<file path="src/inc/icon_defines.vh">
// Constants for the input conditioning object block
`ifndef ICON_DEFINES_VH
`define ICON_DEFINES_VH

// Object indices
`define ICON_IDX_ANALOG      16'h3220
`define ICON_IDX_ANA_MODE    16'h3221
`define ICON_IDX_SWITCHES    16'h3225
`define ICON_IDX_DIN_CTRL    16'h3240
`define ICON_IDX_ROUTING     16'h3242

// Subindices
`define ICON_SUB_COUNT       8'h00
`define ICON_SUB_ANA_ONE     8'h01
`define ICON_SUB_ANA_TWO     8'h02
`define ICON_SUB_SWITCH      8'h01
`define ICON_SUB_SF_ON       8'h01
`define ICON_SUB_INVERT      8'h02
`define ICON_SUB_OVR_SEL     8'h03
`define ICON_SUB_OVR_LVL     8'h04
`define ICON_SUB_RAW         8'h05
`define ICON_SUB_THRESH      8'h06
`define ICON_SUB_DIFF        8'h07
`define ICON_SUB_ROUTE_ON    8'h08
`define ICON_SUB_ROUTE_LAST  8'h24

// Highest subindex values
`define ICON_ANALOG_COUNT    32'h00000002
`define ICON_SWITCH_COUNT    32'h00000001
`define ICON_DIN_CTRL_COUNT  32'h00000008
`define ICON_ROUTING_COUNT   32'h00000024

// Reset values
`define ICON_RST_WORD        32'h00000000
`define ICON_RST_ANALOG      16'h0000
`define ICON_RST_ROUTE       8'h00

// Analog mode bit positions
`define ICON_AC_ONE_BIT      0
`define ICON_AC_TWO_BIT      1

// Special function bit positions
`define ICON_SF_NEG_LIMIT    0
`define ICON_SF_POS_LIMIT    1
`define ICON_SF_HOME         2

// Scaling: 20 V or 20 mA over 1024 digits = 625/32 mV or uA per digit
`define ICON_MID_SCALE       32'sh00000200
`define ICON_SCALE_MUL       32'sh00000271
`define ICON_SCALE_SHIFT     5

// Routing source codes
`define ICON_SRC_ZERO        8'h00
`define ICON_SRC_PHYS_FIRST  8'h01
`define ICON_SRC_PHYS_LAST   8'h10
`define ICON_SRC_DIP_FIRST   8'h49
`define ICON_SRC_DIP_LAST    8'h50
`define ICON_SRC_ONE         8'h80
`define ICON_SRC_INV_FIRST   8'h81
`define ICON_SRC_INV_LAST    8'h90

`endif

</file>
<file path="src/hw/icon_route_mem.v">
// Routing source table with registered read
`timescale 1ns/1ps
module icon_route_mem #(
    parameter DW    = 8,
    parameter DEPTH = 36,
    parameter AW    = 6
) (
    input  wire          clk,   // system clock
    input  wire          srst,  // synchronous reset, clears table
    input  wire          we,    // write strobe
    input  wire [AW-1:0] waddr, // write entry
    input  wire [DW-1:0] wdata, // write data
    input  wire [AW-1:0] raddr, // read entry
    output reg  [DW-1:0] rdata  // read data, one cycle later
);
    reg [DW-1:0] mem_r [0:DEPTH-1];
    integer i;

    always @(posedge clk) begin
        if (srst) begin
            for (i = 0; i < DEPTH; i = i + 1) begin
                mem_r[i] <= {DW{1'b0}};
            end
            rdata <= {DW{1'b0}};
        end else begin
            if (we && (waddr < DEPTH)) begin
                mem_r[waddr] <= wdata;
            end
            rdata <= (raddr < DEPTH) ? mem_r[raddr] : {DW{1'b0}};
        end
    end
endmodule // icon_route_mem

</file>
<file path="src/hw/icon_top.v">
// Input conditioning objects: analog readout, switches, digital chain
//
// Contract
// RL1: Two analog inputs read as signed 16-bit, reset zero
// RL2: Voltage mode: (x-512)*20V/1024
// RL3: Current mode: x*20mA/1024, no offset
// RL4: Mode bit0 input one, bit1 input two
// RL5: Switch readout holds rotary node identifier; code shows DIP_SW instead while DIP_FITTED is set
// RL6: DIP fitted: bit0 switch one, on reads one
// RL7: Control bits 0-15 inputs, 16-31 outputs
// RL8: Enable bit gates special function; ignores 16-31
// RL9: Enable bits: negative limit, positive limit, home
// RL10: Software clears enables of unwired special inputs
// RL11: Inversion clear passes high as one
// RL12: Inversion skips clock and direction inputs
// RL13: Force enable replaces physical level
// RL14: Force value bit supplies forced level
// RL15: Raw word shows levels before forcing, inversion
// RL16: Threshold bit: clear 5V, set 24V
// RL17: Summary word combines inputs and special functions
// RL18: Summary bit n sourced by routing entry n+1
// RL19: Order: force, then invert, then summary
`timescale 1ns/1ps
`include "icon_defines.vh"
module icon_top #(
    parameter NIN    = 16,
    parameter NROUTE = 36,
    parameter [15:0] STEP_MASK = 16'h0003
) (
    input  wire        CLOCK,           // 20 MHz system clock
    input  wire        SRST,            // synchronous reset, high
    input  wire [15:0] OD_INDEX,        // object index
    input  wire [7:0]  OD_SUB,          // object subindex
    input  wire        OD_WR,           // write request pulse
    input  wire        OD_RD,           // read request pulse
    input  wire [31:0] OD_WDATA,        // write data
    output reg  [31:0] OD_RDATA,        // read data
    output reg         OD_ACK,          // answer pulse
    output reg         OD_ERR,          // abort flag with answer
    input  wire [15:0] ANA_SAMPLE_ONE,  // converter count, input one
    input  wire [15:0] ANA_SAMPLE_TWO,  // converter count, input two
    input  wire        ANA_VALID,       // new converter samples
    output reg  [31:0] ANA_PHYS_ONE,    // input one in mV or uA
    output reg  [31:0] ANA_PHYS_TWO,    // input two in mV or uA
    output reg         first_analog_current_sel,  // input one current
    output reg         second_analog_current_sel, // input two current
    input  wire [7:0]  NODE_ID_SW,      // rotary switch value
    input  wire [7:0]  DIP_SW,          // DIP switch positions
    input  wire        DIP_FITTED,      // DIP switches fitted
    input  wire [15:0] DIN,             // physical digital inputs
    input  wire        STEP_MODE,       // clock-direction mode active
    input  wire [15:0] OUT_REQ,         // requested output levels
    output reg  [15:0] DOUT,            // conditioned output levels
    output reg  [31:0] RANGE_24V,       // threshold select per input
    output reg  [31:0] DIFF_SEL,        // differential select
    output reg         NEG_LIMIT,       // negative limit active
    output reg         POS_LIMIT,       // positive limit active
    output reg         HOME_SW,         // home switch active
    output reg  [31:0] DIGITAL_INPUTS   // summary word
);
    reg  [15:0] ana_one_r;
    reg  [15:0] ana_two_r;
    reg  [1:0]  ana_mode_r;
    reg  [15:0] switch_r;
    reg  [31:0] sf_on_r;
    reg  [31:0] invert_r;
    reg  [31:0] ovr_sel_r;
    reg  [31:0] ovr_lvl_r;
    reg  [15:0] raw_r;
    reg  [31:0] route_on_r;
    reg  [31:0] route_bits_r;
    reg  [4:0]  scan_idx_r;
    reg  [4:0]  scan_pidx_r;
    reg         scan_pend_r;
    reg         p_rd_r;
    reg         p_route_r;
    reg         p_err_r;
    reg  [31:0] p_data_r;

    wire        req      = OD_RD | OD_WR;
    wire        od_route = (OD_INDEX == `ICON_IDX_ROUTING) &&
                           (OD_SUB != `ICON_SUB_COUNT) &&
                           (OD_SUB <= `ICON_SUB_ROUTE_LAST);
    wire [5:0]  od_entry = OD_SUB[5:0] - 6'h01;
    wire        mem_od   = req && od_route;
    wire [5:0]  mem_raddr = mem_od ? od_entry : {1'b0, scan_idx_r};
    wire [7:0]  mem_rdata;

    // Conditioning chain per input: force first, then invert
    wire [15:0] forced   = (ovr_sel_r[15:0] & ovr_lvl_r[15:0]) |
                           (~ovr_sel_r[15:0] & DIN);  // RL13 RL14 RL19
    wire [15:0] inv_eff  = invert_r[15:0] &
                           ~(STEP_MODE ? STEP_MASK : 16'h0000);  // RL12
    wire [15:0] cond     = forced ^ inv_eff;  // RL11 RL19
    wire [15:0] out_lvl  = ((ovr_sel_r[31:16] & ovr_lvl_r[31:16]) |
                            (~ovr_sel_r[31:16] & OUT_REQ)) ^
                           invert_r[31:16];  // RL7
    // Upper enable bits are stored but never reach the logic
    wire [2:0]  sf_act   = cond[2:0] & sf_on_r[2:0];  // RL8 RL9

    // Analog scaling: midscale offset only in voltage mode
    wire signed [31:0] ana_s1 = {{16{ana_one_r[15]}}, ana_one_r};
    wire signed [31:0] ana_s2 = {{16{ana_two_r[15]}}, ana_two_r};
    wire signed [31:0] off1 = ana_mode_r[`ICON_AC_ONE_BIT] ?
                              ana_s1 : ana_s1 - `ICON_MID_SCALE; // RL2 RL3 RL4
    wire signed [31:0] off2 = ana_mode_r[`ICON_AC_TWO_BIT] ?
                              ana_s2 : ana_s2 - `ICON_MID_SCALE; // RL2 RL3 RL4
    wire signed [31:0] prod1 = off1 * `ICON_SCALE_MUL;
    wire signed [31:0] prod2 = off2 * `ICON_SCALE_MUL;

    // Source code to level; codes without a source here read zero
    function src_level;
        input [7:0]  code;
        input [15:0] lvl;
        input [7:0]  dip;
        reg   [7:0]  k;
        begin
            src_level = 1'b0;
            k = 8'h00;
            if (code == `ICON_SRC_ONE) begin
                src_level = 1'b1;
            end else if (code >= `ICON_SRC_PHYS_FIRST &&
                         code <= `ICON_SRC_PHYS_LAST) begin
                k = code - `ICON_SRC_PHYS_FIRST;
                src_level = lvl[k[3:0]];
            end else if (code >= `ICON_SRC_INV_FIRST &&
                         code <= `ICON_SRC_INV_LAST) begin
                k = code - `ICON_SRC_INV_FIRST;
                src_level = ~lvl[k[3:0]];
            end else if (code >= `ICON_SRC_DIP_FIRST &&
                         code <= `ICON_SRC_DIP_LAST) begin
                k = code - `ICON_SRC_DIP_FIRST;
                src_level = dip[k[2:0]];
            end
        end
    endfunction

    icon_route_mem #(
        .DW    (8),
        .DEPTH (NROUTE),
        .AW    (6)
    ) u_route (
        .clk   (CLOCK),
        .srst  (SRST),
        .we    (OD_WR && od_route),
        .waddr (od_entry),
        .wdata (OD_WDATA[7:0]),
        .raddr (mem_raddr),
        .rdata (mem_rdata)
    );

    // Read mux and access check for the first answer stage
    reg [31:0] rd_mux;
    reg        hit;
    reg        ro;
    always @* begin
        rd_mux = `ICON_RST_WORD;
        hit = 1'b1;
        ro = 1'b0;
        case (OD_INDEX)
            `ICON_IDX_ANALOG: begin
                ro = 1'b1;
                case (OD_SUB)
                    `ICON_SUB_COUNT:   rd_mux = `ICON_ANALOG_COUNT;
                    `ICON_SUB_ANA_ONE: rd_mux = {{16{ana_one_r[15]}},
                                                 ana_one_r};  // RL1
                    `ICON_SUB_ANA_TWO: rd_mux = {{16{ana_two_r[15]}},
                                                 ana_two_r};  // RL1
                    default:           hit = 1'b0;
                endcase
            end
            `ICON_IDX_ANA_MODE: begin
                if (OD_SUB == `ICON_SUB_COUNT) begin
                    rd_mux = {30'h00000000, ana_mode_r};
                end else begin
                    hit = 1'b0;
                end
            end
            `ICON_IDX_SWITCHES: begin
                ro = 1'b1;
                case (OD_SUB)
                    `ICON_SUB_COUNT:  rd_mux = `ICON_SWITCH_COUNT;
                    `ICON_SUB_SWITCH: rd_mux = {16'h0000, switch_r};
                    default:          hit = 1'b0;
                endcase
            end
            `ICON_IDX_DIN_CTRL: begin
                case (OD_SUB)
                    `ICON_SUB_COUNT: begin
                        rd_mux = `ICON_DIN_CTRL_COUNT;
                        ro = 1'b1;
                    end
                    `ICON_SUB_SF_ON:    rd_mux = sf_on_r;
                    `ICON_SUB_INVERT:   rd_mux = invert_r;
                    `ICON_SUB_OVR_SEL:  rd_mux = ovr_sel_r;
                    `ICON_SUB_OVR_LVL:  rd_mux = ovr_lvl_r;
                    `ICON_SUB_RAW:      rd_mux = {16'h0000, raw_r};   // RL15
                    `ICON_SUB_THRESH:   rd_mux = RANGE_24V;
                    `ICON_SUB_DIFF:     rd_mux = DIFF_SEL;
                    `ICON_SUB_ROUTE_ON: rd_mux = route_on_r;
                    default:            hit = 1'b0;
                endcase
            end
            `ICON_IDX_ROUTING: begin
                if (OD_SUB == `ICON_SUB_COUNT) begin
                    rd_mux = `ICON_ROUTING_COUNT;
                    ro = 1'b1;
                end else if (!od_route) begin
                    hit = 1'b0;
                end
            end
            default: hit = 1'b0;
        endcase
    end

    wire wr_ok = OD_WR && hit && !ro;
    wire din_wr = wr_ok && (OD_INDEX == `ICON_IDX_DIN_CTRL);

    // Register file and two-stage answer pipeline
    always @(posedge CLOCK) begin
        if (SRST) begin
            ana_one_r      <= `ICON_RST_ANALOG;
            ana_two_r      <= `ICON_RST_ANALOG;
            ana_mode_r     <= 2'b00;
            switch_r       <= 16'h0000;
            sf_on_r        <= `ICON_RST_WORD;
            invert_r       <= `ICON_RST_WORD;
            ovr_sel_r      <= `ICON_RST_WORD;
            ovr_lvl_r      <= `ICON_RST_WORD;
            raw_r          <= 16'h0000;
            RANGE_24V      <= `ICON_RST_WORD;
            DIFF_SEL       <= `ICON_RST_WORD;
            route_on_r     <= `ICON_RST_WORD;
            p_rd_r         <= 1'b0;
            p_route_r      <= 1'b0;
            p_err_r        <= 1'b0;
            p_data_r       <= `ICON_RST_WORD;
            OD_RDATA       <= `ICON_RST_WORD;
            OD_ACK         <= 1'b0;
            OD_ERR         <= 1'b0;
            first_analog_current_sel  <= 1'b0;
            second_analog_current_sel <= 1'b0;
        end else begin
            if (ANA_VALID) begin
                ana_one_r <= ANA_SAMPLE_ONE;  // RL1
                ana_two_r <= ANA_SAMPLE_TWO;  // RL1
            end
            switch_r <= DIP_FITTED ? {8'h00, DIP_SW} :
                                     {8'h00, NODE_ID_SW};  // RL5 RL6
            raw_r <= DIN;  // RL15
            first_analog_current_sel  <= ana_mode_r[`ICON_AC_ONE_BIT];
            second_analog_current_sel <= ana_mode_r[`ICON_AC_TWO_BIT];
            if (wr_ok && OD_INDEX == `ICON_IDX_ANA_MODE) begin
                ana_mode_r <= OD_WDATA[1:0];  // RL4
            end
            // Raw word is writable but always shows the pins
            if (din_wr) begin
                case (OD_SUB)
                    `ICON_SUB_SF_ON:    sf_on_r    <= OD_WDATA;
                    `ICON_SUB_INVERT:   invert_r   <= OD_WDATA;
                    `ICON_SUB_OVR_SEL:  ovr_sel_r  <= OD_WDATA;
                    `ICON_SUB_OVR_LVL:  ovr_lvl_r  <= OD_WDATA;
                    `ICON_SUB_THRESH:   RANGE_24V  <= OD_WDATA;       // RL16
                    `ICON_SUB_DIFF:     DIFF_SEL   <= OD_WDATA;
                    `ICON_SUB_ROUTE_ON: route_on_r <= OD_WDATA;
                    default:            route_on_r <= route_on_r;
                endcase
            end
            p_rd_r    <= req;
            p_route_r <= OD_RD && od_route;
            p_err_r   <= req && (!hit || (OD_WR && ro));
            p_data_r  <= OD_RD ? rd_mux : `ICON_RST_WORD;
            OD_ACK    <= p_rd_r;
            OD_ERR    <= p_rd_r && p_err_r;
            OD_RDATA  <= p_err_r ? `ICON_RST_WORD :
                         p_route_r ? {24'h000000, mem_rdata} : p_data_r;
        end
    end

    // Routing scan walks the table one entry per cycle; a host
    // access to the table steals the read port and delays the walk
    always @(posedge CLOCK) begin
        if (SRST) begin
            scan_idx_r   <= 5'h00;
            scan_pidx_r  <= 5'h00;
            scan_pend_r  <= 1'b0;
            route_bits_r <= `ICON_RST_WORD;
        end else begin
            scan_pend_r <= !mem_od;
            scan_pidx_r <= scan_idx_r;
            if (!mem_od) begin
                scan_idx_r <= scan_idx_r + 5'h01;
            end
            if (scan_pend_r) begin
                route_bits_r[scan_pidx_r] <=
                    src_level(mem_rdata, cond, DIP_SW);  // RL18
            end
        end
    end

    // Summary word and conditioned outputs
    wire [31:0] plain_sum = {cond, 13'h0000, sf_act};  // RL17
    integer b;
    reg [31:0] sum_nxt;
    always @* begin
        sum_nxt = plain_sum;
        for (b = 0; b < 32; b = b + 1) begin
            if (route_on_r[0]) begin
                sum_nxt[b] = route_bits_r[b];  // RL18
            end
        end
    end

    always @(posedge CLOCK) begin
        if (SRST) begin
            DIGITAL_INPUTS <= `ICON_RST_WORD;
            NEG_LIMIT      <= 1'b0;
            POS_LIMIT      <= 1'b0;
            HOME_SW        <= 1'b0;
            DOUT           <= 16'h0000;
            ANA_PHYS_ONE   <= `ICON_RST_WORD;
            ANA_PHYS_TWO   <= `ICON_RST_WORD;
        end else begin
            DIGITAL_INPUTS <= sum_nxt;  // RL17 RL19
            NEG_LIMIT      <= sf_act[`ICON_SF_NEG_LIMIT];  // RL9
            POS_LIMIT      <= sf_act[`ICON_SF_POS_LIMIT];  // RL9
            HOME_SW        <= sf_act[`ICON_SF_HOME];  // RL9
            DOUT           <= out_lvl;  // RL7
            ANA_PHYS_ONE   <= prod1 >>> `ICON_SCALE_SHIFT;  // RL2 RL3
            ANA_PHYS_TWO   <= prod2 >>> `ICON_SCALE_SHIFT;  // RL2 RL3
        end
    end
endmodule // icon_top

</file>
<file path="config.mk">
export PLATFORM = sky130hd
export DESIGN_NAME = icon_top
export DESIGN_NICKNAME = d
export VERILOG_FILES = /design/src/hw/icon_route_mem.v /design/src/hw/icon_top.v
export VERILOG_INCLUDE_DIRS = /design/src /design/src/inc
export SDC_FILE = /design/constraint.sdc
export NUM_CORES = 2
export LEC_CHECK = 0
export BUFFER_PORTS_ARGS = -buffer_cell sky130_fd_sc_hd__buf_2
export CORE_UTILIZATION = 55
export CTS_CLUSTER_DIAMETER = 30
export CTS_CLUSTER_SIZE = 14
export DETAILED_ROUTE_END_ITERATION = 8
export HOLD_SLACK_MARGIN = 0.05
export MAX_ROUTING_LAYER = met4
export PLACE_DENSITY = 0.77
export SLEW_MARGIN = 0
export SYNTH_ARGS = -nofsm -noshare
export SYNTH_HDL_FRONTEND = slang
export SYNTH_HIERARCHICAL = 1
export SYNTH_SLANG_ARGS = --single-unit
</file>
<file path="constraint.sdc">
create_clock -name CLOCK -period 7.6 [get_ports CLOCK]
set_input_delay 0 -clock CLOCK [delete_from_list [all_inputs] [get_ports CLOCK]]
set_output_delay 0 -clock CLOCK [all_outputs]
set_load 0.05 [all_outputs]
</file>
# Word level (Yosys, flattened, before mapping)

Memories as Yosys holds them, arrays and structs flattened. A register that Yosys moved wholly into a read port is not among the register bits.
Cells that the tools add are included.

Add/subtract/negate cells: 7
Multiply operators: 2
Divide/modulo/power cells: 0
$lt $le $gt $ge: 14
Equal/unequal tests: 14
Shift-type cells: 0
Multiplexer cells: 62
Bitwise operators: 18
Reduce and logical (&&, ||, !) cells: 41

Operators with widths:

| cell                                                  | count |
|---|---|
| one-hot mux 32 bit (9 select lines)                   | 1 |
| one-hot mux 32 bit (5 select lines)                   | 1 |
| one-hot mux 32 bit (3 select lines)                   | 1 |
| AND 16 bit                                            | 5 |
| equality test 16 x 14 -> 1 bit, second input constant | 5 |
| multiplier 32 x 11 -> 32 bit, second input constant   | 2 |
| 2-to-1 mux 32 bit                                     | 2 |
| 2-to-1 mux 1 bit                                      | 41 |
| subtractor 16 x 11 -> 17 bit, second input constant   | 2 |
| bitwise mux 32 bit                                    | 1 |
| equality test 8 x 3 -> 1 bit, second input constant   | 4 |
| inverter 16 bit                                       | 2 |
| bitwise OR 16 bit                                     | 2 |
| one-hot mux 16 bit (2 select lines)                   | 1 |
| bitwise XOR 16 bit                                    | 2 |
| 2-to-1 mux 8 bit                                      | 3 |
| 2-to-1 mux 6 bit                                      | 3 |
| logical AND 1 bit                                     | 17 |
| equality test 8 x 2 -> 1 bit, second input constant   | 2 |
| inverter 2 -> 16 bit                                  | 1 |
| AND reduction 2 bit                                   | 7 |
| OR reduction 2 bit                                    | 7 |
| < comparator 6 bit, second input constant             | 2 |
| < comparator 4 x 5 -> 1 bit, second input constant    | 2 |
| 33 further kinds                                      | 42 |

Flip-flop bits (word level): 509
Bits in latches: 0
Memory bits (writable): 288
Memory bits (read-only): 0
Bits of input ports: 143
Output and inout port bits: 215
Memories: 1

Memories:

| name          | depth | bits a word | read ports | clocked after memory_dff | write ports | line                | text |
|---|---|---|---|---|---|---|---|
| u_route.mem_r | 36    | 8           | 1          | 1                        | 36          | icon_route_mem.v:16 | `reg [DW-1:0] mem_r [0:DEPTH-1];` |

# Depth between registers and ports, before layout

Depth in word-level cells: 13
Mapped depth: 23

# Modules after synthesis

The synthesis kept the hierarchy.

Modules (own cells, without submodules):

| module         | times used | cells an instance | area each (µm²) |
|---|---|---|---|
| icon_top       | 1          | 2,675             | 26,132.6 |
| icon_route_mem | 1          | 1,077             | 17,623.2 |

# Least setup slack after synthesis

Ideal clock, no wire load.

Path kind: reg2reg
From: register ana_mode_r[0]
To: register ANA_PHYS_ONE[21]
Library setup time: 0.123 ns
Data arrival time: 5.431 ns
Required time: 7.477 ns
Setup slack: 2.046 ns
Stages on the path, launching flop included: 19
Path buffers: 0
Clock period less this slack: 5.554 ns
Cell sequence: dfxtp_1 or4_1 or3_1 xnor2_1 ha_1 ha_1 fa_1 fa_1 inv_1 fa_1 inv_1 ha_1 nand3_1 nor2_1 a211oi_1 o41ai_1 a2111oi_0 nor4_1 or2_2

Cells in the longest elaborated chain, start to end: 2

Ends and longest elaborated chain:

| item                                   | line           | text |
|---|---|---|
| start, declared                        | icon_top.v:63  | `reg [1:0] ana_mode_r;` |
| start signal, assigned                 | icon_top.v:254 | `ana_mode_r <= OD_WDATA[1:0];` |
| 2-to-1 mux 32 bit (no line)            | n/a            |  |
| multiplier 32 x 11 -> 32 bit (no line) | n/a            |  |
| end signal, assigned                   | icon_top.v:321 | `` ANA_PHYS_ONE <= `ICON_RST_WORD; `` |
| end signal, assigned                   | icon_top.v:329 | `` ANA_PHYS_ONE <= prod1 >>> `ICON_SCALE_SHIFT; `` |
| end, declared                          | icon_top.v:43  | `output reg [31:0] ANA_PHYS_ONE,` |

No other way between the ends.
A chain may end at the register's enable or synchronous reset.

# Worst setup path after layout

From: register ana_one_r[10]
To: register ANA_PHYS_ONE[21]

Cells in the longest elaborated chain, start to end: 3

Ends and longest elaborated chain:

| item                                     | line           | text |
|---|---|---|
| start, declared                          | icon_top.v:61  | `reg [15:0] ana_one_r;` |
| start signal, assigned                   | icon_top.v:222 | `` ana_one_r <= `ICON_RST_ANALOG; `` |
| subtractor 16 x 11 -> 17 bit (no line)   | n/a            |  |
| 2-to-1 mux 32 bit (no line) *            | n/a            |  |
| multiplier 32 x 11 -> 32 bit (no line) * | n/a            |  |

Every way passes the cells marked *; elsewhere a longest branch is shown, timed or not.

==> results summary <==
The number of pins with negative max-slew slack in the final report came out at 0. The count of standard-cell rows is 103. The post-synthesis area per instance is 11.7 sq um. The largest single stage delay on the critical path is 0.85 ns. The post-route fraction of the period consumed by the critical path is 83.6%. By area the synthesized netlist is led by edfxtp_1 26%, dfxtp_1 23%, mux2i_1 7.9%. The final period demand of the worst path is 6.35 ns. For this run, the post-layout net count is 4826. The number of buffers and inverters on the critical path is 3. The maximum fanout encountered on the critical timing path is 7. Summed over all layers, the global routing overflow is 0. The relative max-transition margin is 18.8%.

The maximum number of buffers from clock root to sink is 3. In this run the static leakage power is 22.0 nW. The portion of total power attributed to sequential cells came out at 30.3%. Detailed placement ended at an HPWL of 79700 microns. The area fraction of the dominant cell type after synthesis is 26.4%.

The final-report hold violation count was 0. The path with the worst hold slack has its endpoint at raw_r[14]$_SDFF_PP0_. The via count of the first global-routing pass is 32800. After synthesis the cells add up to 43800 sq um. Setup repair after global routing left no endpoint under its margin. The top cell type by total area after synthesis is edfxtp_1.

Tracing the worst setup path back leads to its startpoint at ana_one_r[10]$_SDFFE_PP0P_. The routed wirelength normalized by instance count is 22.7 microns. The number of endpoints failing setup at the final stage is 0. The kind of capture point of the worst setup path is a flop.

The worst register-to-register path ends at ANA_PHYS_ONE[21]$_SDFF_PP0_. The commonest cells after synthesis are 509 x dfxtp_1, 415 x nor2_1, 384 x edfxtp_1. The instance count along the most critical hold path came out at 3. The net switching component of the power came out at 0.00586 W.

The flow ran to the end, and the final reports show no timing, DRC or antenna violations. TritonCTS built the clock tree. The arrival time at the worst endpoint is 6.99 ns.

The placer's final routability congestion estimate came out at 0.957. For this block, the via count after detailed routing is 32900. Max-cap violations in this run came to 0. The first-pass detailed-route iteration total came out at 7.

The pin count of the biggest net entering global routing came out at 222. At the later pin of the worst-skew pair, clock insertion delay measures 0.78 ns. For the pin with the worst max-slew slack, the measured transition is 1.22 ns.

The global-route wire length before repair is 194000 microns. The critical path goes through inv_1 > ha_1 > nand2b_1 > nor3_1 > nand2_1 > xnor2_1 > ha_1 > ha_1 > fa_1 > fa_1 > inv_1 > fa_1 > inv_1 > ha_1 > nand3_1 > nor2_1 > a211oi_1 > o41ai_1 > a2111oi_0 > nor4_1 > or2_2. In this run the critical register-to-register path is launched from ana_one_r[10]$_SDFFE_PP0P_. The number of clock sinks seen by CTS came out at 893.

In this run the worst hold path is classified as input pin to flop. The layout filler cell count is 5327. Combinational cells account for 28.6% of the total power. STA classifies the critical path startpoint as a flop. The gate count of the mapped netlist came out at 3752. The synthesis warning total is 6. The post-synthesis sequential element count came out at 893.

The post-CTS resize count is 0. For this block, the initial DRC count from the detailed router was 3629. Pin placement for this block handled 358 I/O pins.

The post-route netlist has 19.1% of its cells at a drive strength greater than 1. The H-tree depth is 4. The average via count per standard cell came out at 5.87.

The most common cell in the synthesized netlist is dfxtp_1. The data required time of the worst path is 8.23 ns. The clock network burns 41.1% of the power.

The number of antenna violations at the first check in global routing was 18. The area growth from synthesis to layout came out at 24.4%. The peak supply drop came out at 0.000313 V. The aggregate routed wire length is 127000 microns. The number of flops mapped to enable cells by yosys is 384.

After synthesis, the share of flip-flops with an asynchronous set or reset is 0%. The worst setup path category is flop to flop. The number of buffers added on ports is 357. The setup skew after layout is 0.0743 ns. The register-to-register setup slack came out at 1.25 ns. The switching fraction of total power came out at 32.8%. The worst hold path begins at DIN[14]. The region available for standard cell placement spans 78900 sq um. At the placement stage, the worst setup path has a slack of 1.45 ns. The number of buffers inserted during clock tree synthesis came out at 159. The overall die height is 284 microns.

The share of the yosys chip area belonging to registers came out at 49.6%. The internal power of the cells totals 0.0120 W. The initial core utilization came out at 55.5%. The cell type of the slowest stage on the worst timing path is a2111oi_0. The achievable frequency came out at 157 MHz. The CTS clock-pin slew for the worst setup and hold paths came out at 0.05 ns. The area of the die is 80700 sq um.

The setup TNS came out at 0 ns. Once detail routing completed, the nets flagged for antenna violations numbered 0. The number of design rule violations left after detail routing is 0. The distinct cell type count after synthesis is 87. The number of cells on the worst reg-to-reg path is 21. The cell sitting at the root of the clock tree is a clkbuf_16. The ratio of total power to cell area is 328 nW/um^2.

The most numerous cell type found on the critical path is ha_1. On the critical path the largest part of the delay comes from adder cells. The final setup slack of the worst path came out at 1.25 ns. The most instantiated flip-flop cell in the synthesis netlist is dfxtp_1. In this run the horizontal extent of the chip is 284 microns. For this run, the total global-route usage over all layers was measured as 32.2%.
through the flow:
stage | hold WS, ns | cell area [sq um] | utilization (%) | instances | power [W]
final | 0.0795 | 54400 | 69.0 | 5608 | 0.0179
after global routing | 0.0590 | 54400 | 69.0 | 5607 | 0.0187
after CTS | 0.0517 | 54400 | 69.0 | 5591 | 0.0178
after detailed placement | 0.236 | 46500 | 59.0 | 5079 | 0.0103
after global placement | 0.225 | 46500 | 59.0 | 5079 | 0.0102
after floorplan | 0.0989 | 44100 | - | 3847 | 0.00924
layer usage:
layer	global-route usage, %	wire (microns)
met4	14.3	5690
met1	41.6	51500
met3	7.29	11900
met2	48.5	58400
met5	-	0
cell usage in the layout, fill, tap and decap left out, drive strengths merged, types with 19 or more instances in the layout:
cell type and count:
o21ai 75, and3 20, xor2 55, nand2 147
xnor2 34, ha 184, inv 212, dfxtp 509
dlygate4sd3 216, and2 340, a221o 21, o31a 34
mux2i 345, or2 47, nor2b 40, clkinv 64
nor2 436, bufinv 19, edfxtp 384, a21oi 66
fa 93, a211oi 23, nor3 40, a22o 33
buf 397, clkinvlp 22, mux4 94, nand3 31
conb 96, a22oi 66, clkbuf 186
area by class of cell:
| class | instances | area [sq um] | area share, % |
|---|---|---|---|
| diodes | 17 | 42.5 | 0.0782 |
| clock buffers | 186 | 4240 | 7.79 |
| clock inverters | 110 | 1480 | 2.71 |
| inverters | 207 | 777 | 1.43 |
| multi-input cells | 2532 | 20600 | 37.8 |
| flip-flops and latches | 893 | 21700 | 39.9 |
| well taps | 1050 | 1310 | 2.41 |
| repair buffers | 613 | 4310 | 7.92 |
flip-flops by register name, indices dropped and copies added, names as in the netlist, 27 cells and up:
signal,flops
ANA_PHYS_TWO,27
ovr_lvl_r,32
ANA_PHYS_ONE,27
RANGE_24V,32
DIGITAL_INPUTS,32
route_bits_r,32
sf_on_r,32
u_route/mem_r,384
ovr_sel_r,32
p_data_r,32
invert_r,32
route_on_r,32
DIFF_SEL,32
OD_RDATA,32
tightest hold or removal path, cell delays in order:
cell and delay (ns):
dlygate4sd3_1 0.56, buf_2 0.12, nor2b_1 0.12
worst max-delay path by stage:
stage	endpoint	slack [ns]	cells after the start
detailed placement	ANA_PHYS_ONE[21]$_SDFF_PP0_	1.45	21
floorplan	ANA_PHYS_ONE[21]$_SDFF_PP0_	2.05	18
finish	ANA_PHYS_ONE[21]$_SDFF_PP0_	1.25	21
global route	ANA_PHYS_ONE[21]$_SDFF_PP0_	0.80	21
CTS	ANA_PHYS_ONE[21]$_SDFF_PP0_	1.41	21
global placement	ANA_PHYS_ONE[21]$_SDFF_PP0_	1.67	21
logic make-up after synthesis:
logic type,count (synthesis),synth area share [%]
adders and majority gates,277,9.52
other,1,0.00857
muxes,455,13.2
and+or+nand+nor,1173,13.9
DFF,893,49.6
AOI/OAI and AO/OA,442,7.65
buffers and inverters,422,4.32
xor gates and xnor gates,89,1.78
power by group through the flow:
stage / clock (W) / sequential, W / combinational (W)
floorplan: 0 / 0.00582 / 0.00342
global placement: 0 / 0.00549 / 0.00472
detailed placement: 0 / 0.00550 / 0.00483
CTS: 0.00739 / 0.00541 / 0.00498
global route: 0.00763 / 0.00543 / 0.00563
finish: 0.00735 / 0.00541 / 0.00511
timing repair:
action,CTS,global route
hold buffers,216,0
setup buffers,0,0
endpoints found under the hold margin,383,0
endpoints found under the setup margin,0,0
Power figures use the tool's default switching activity.
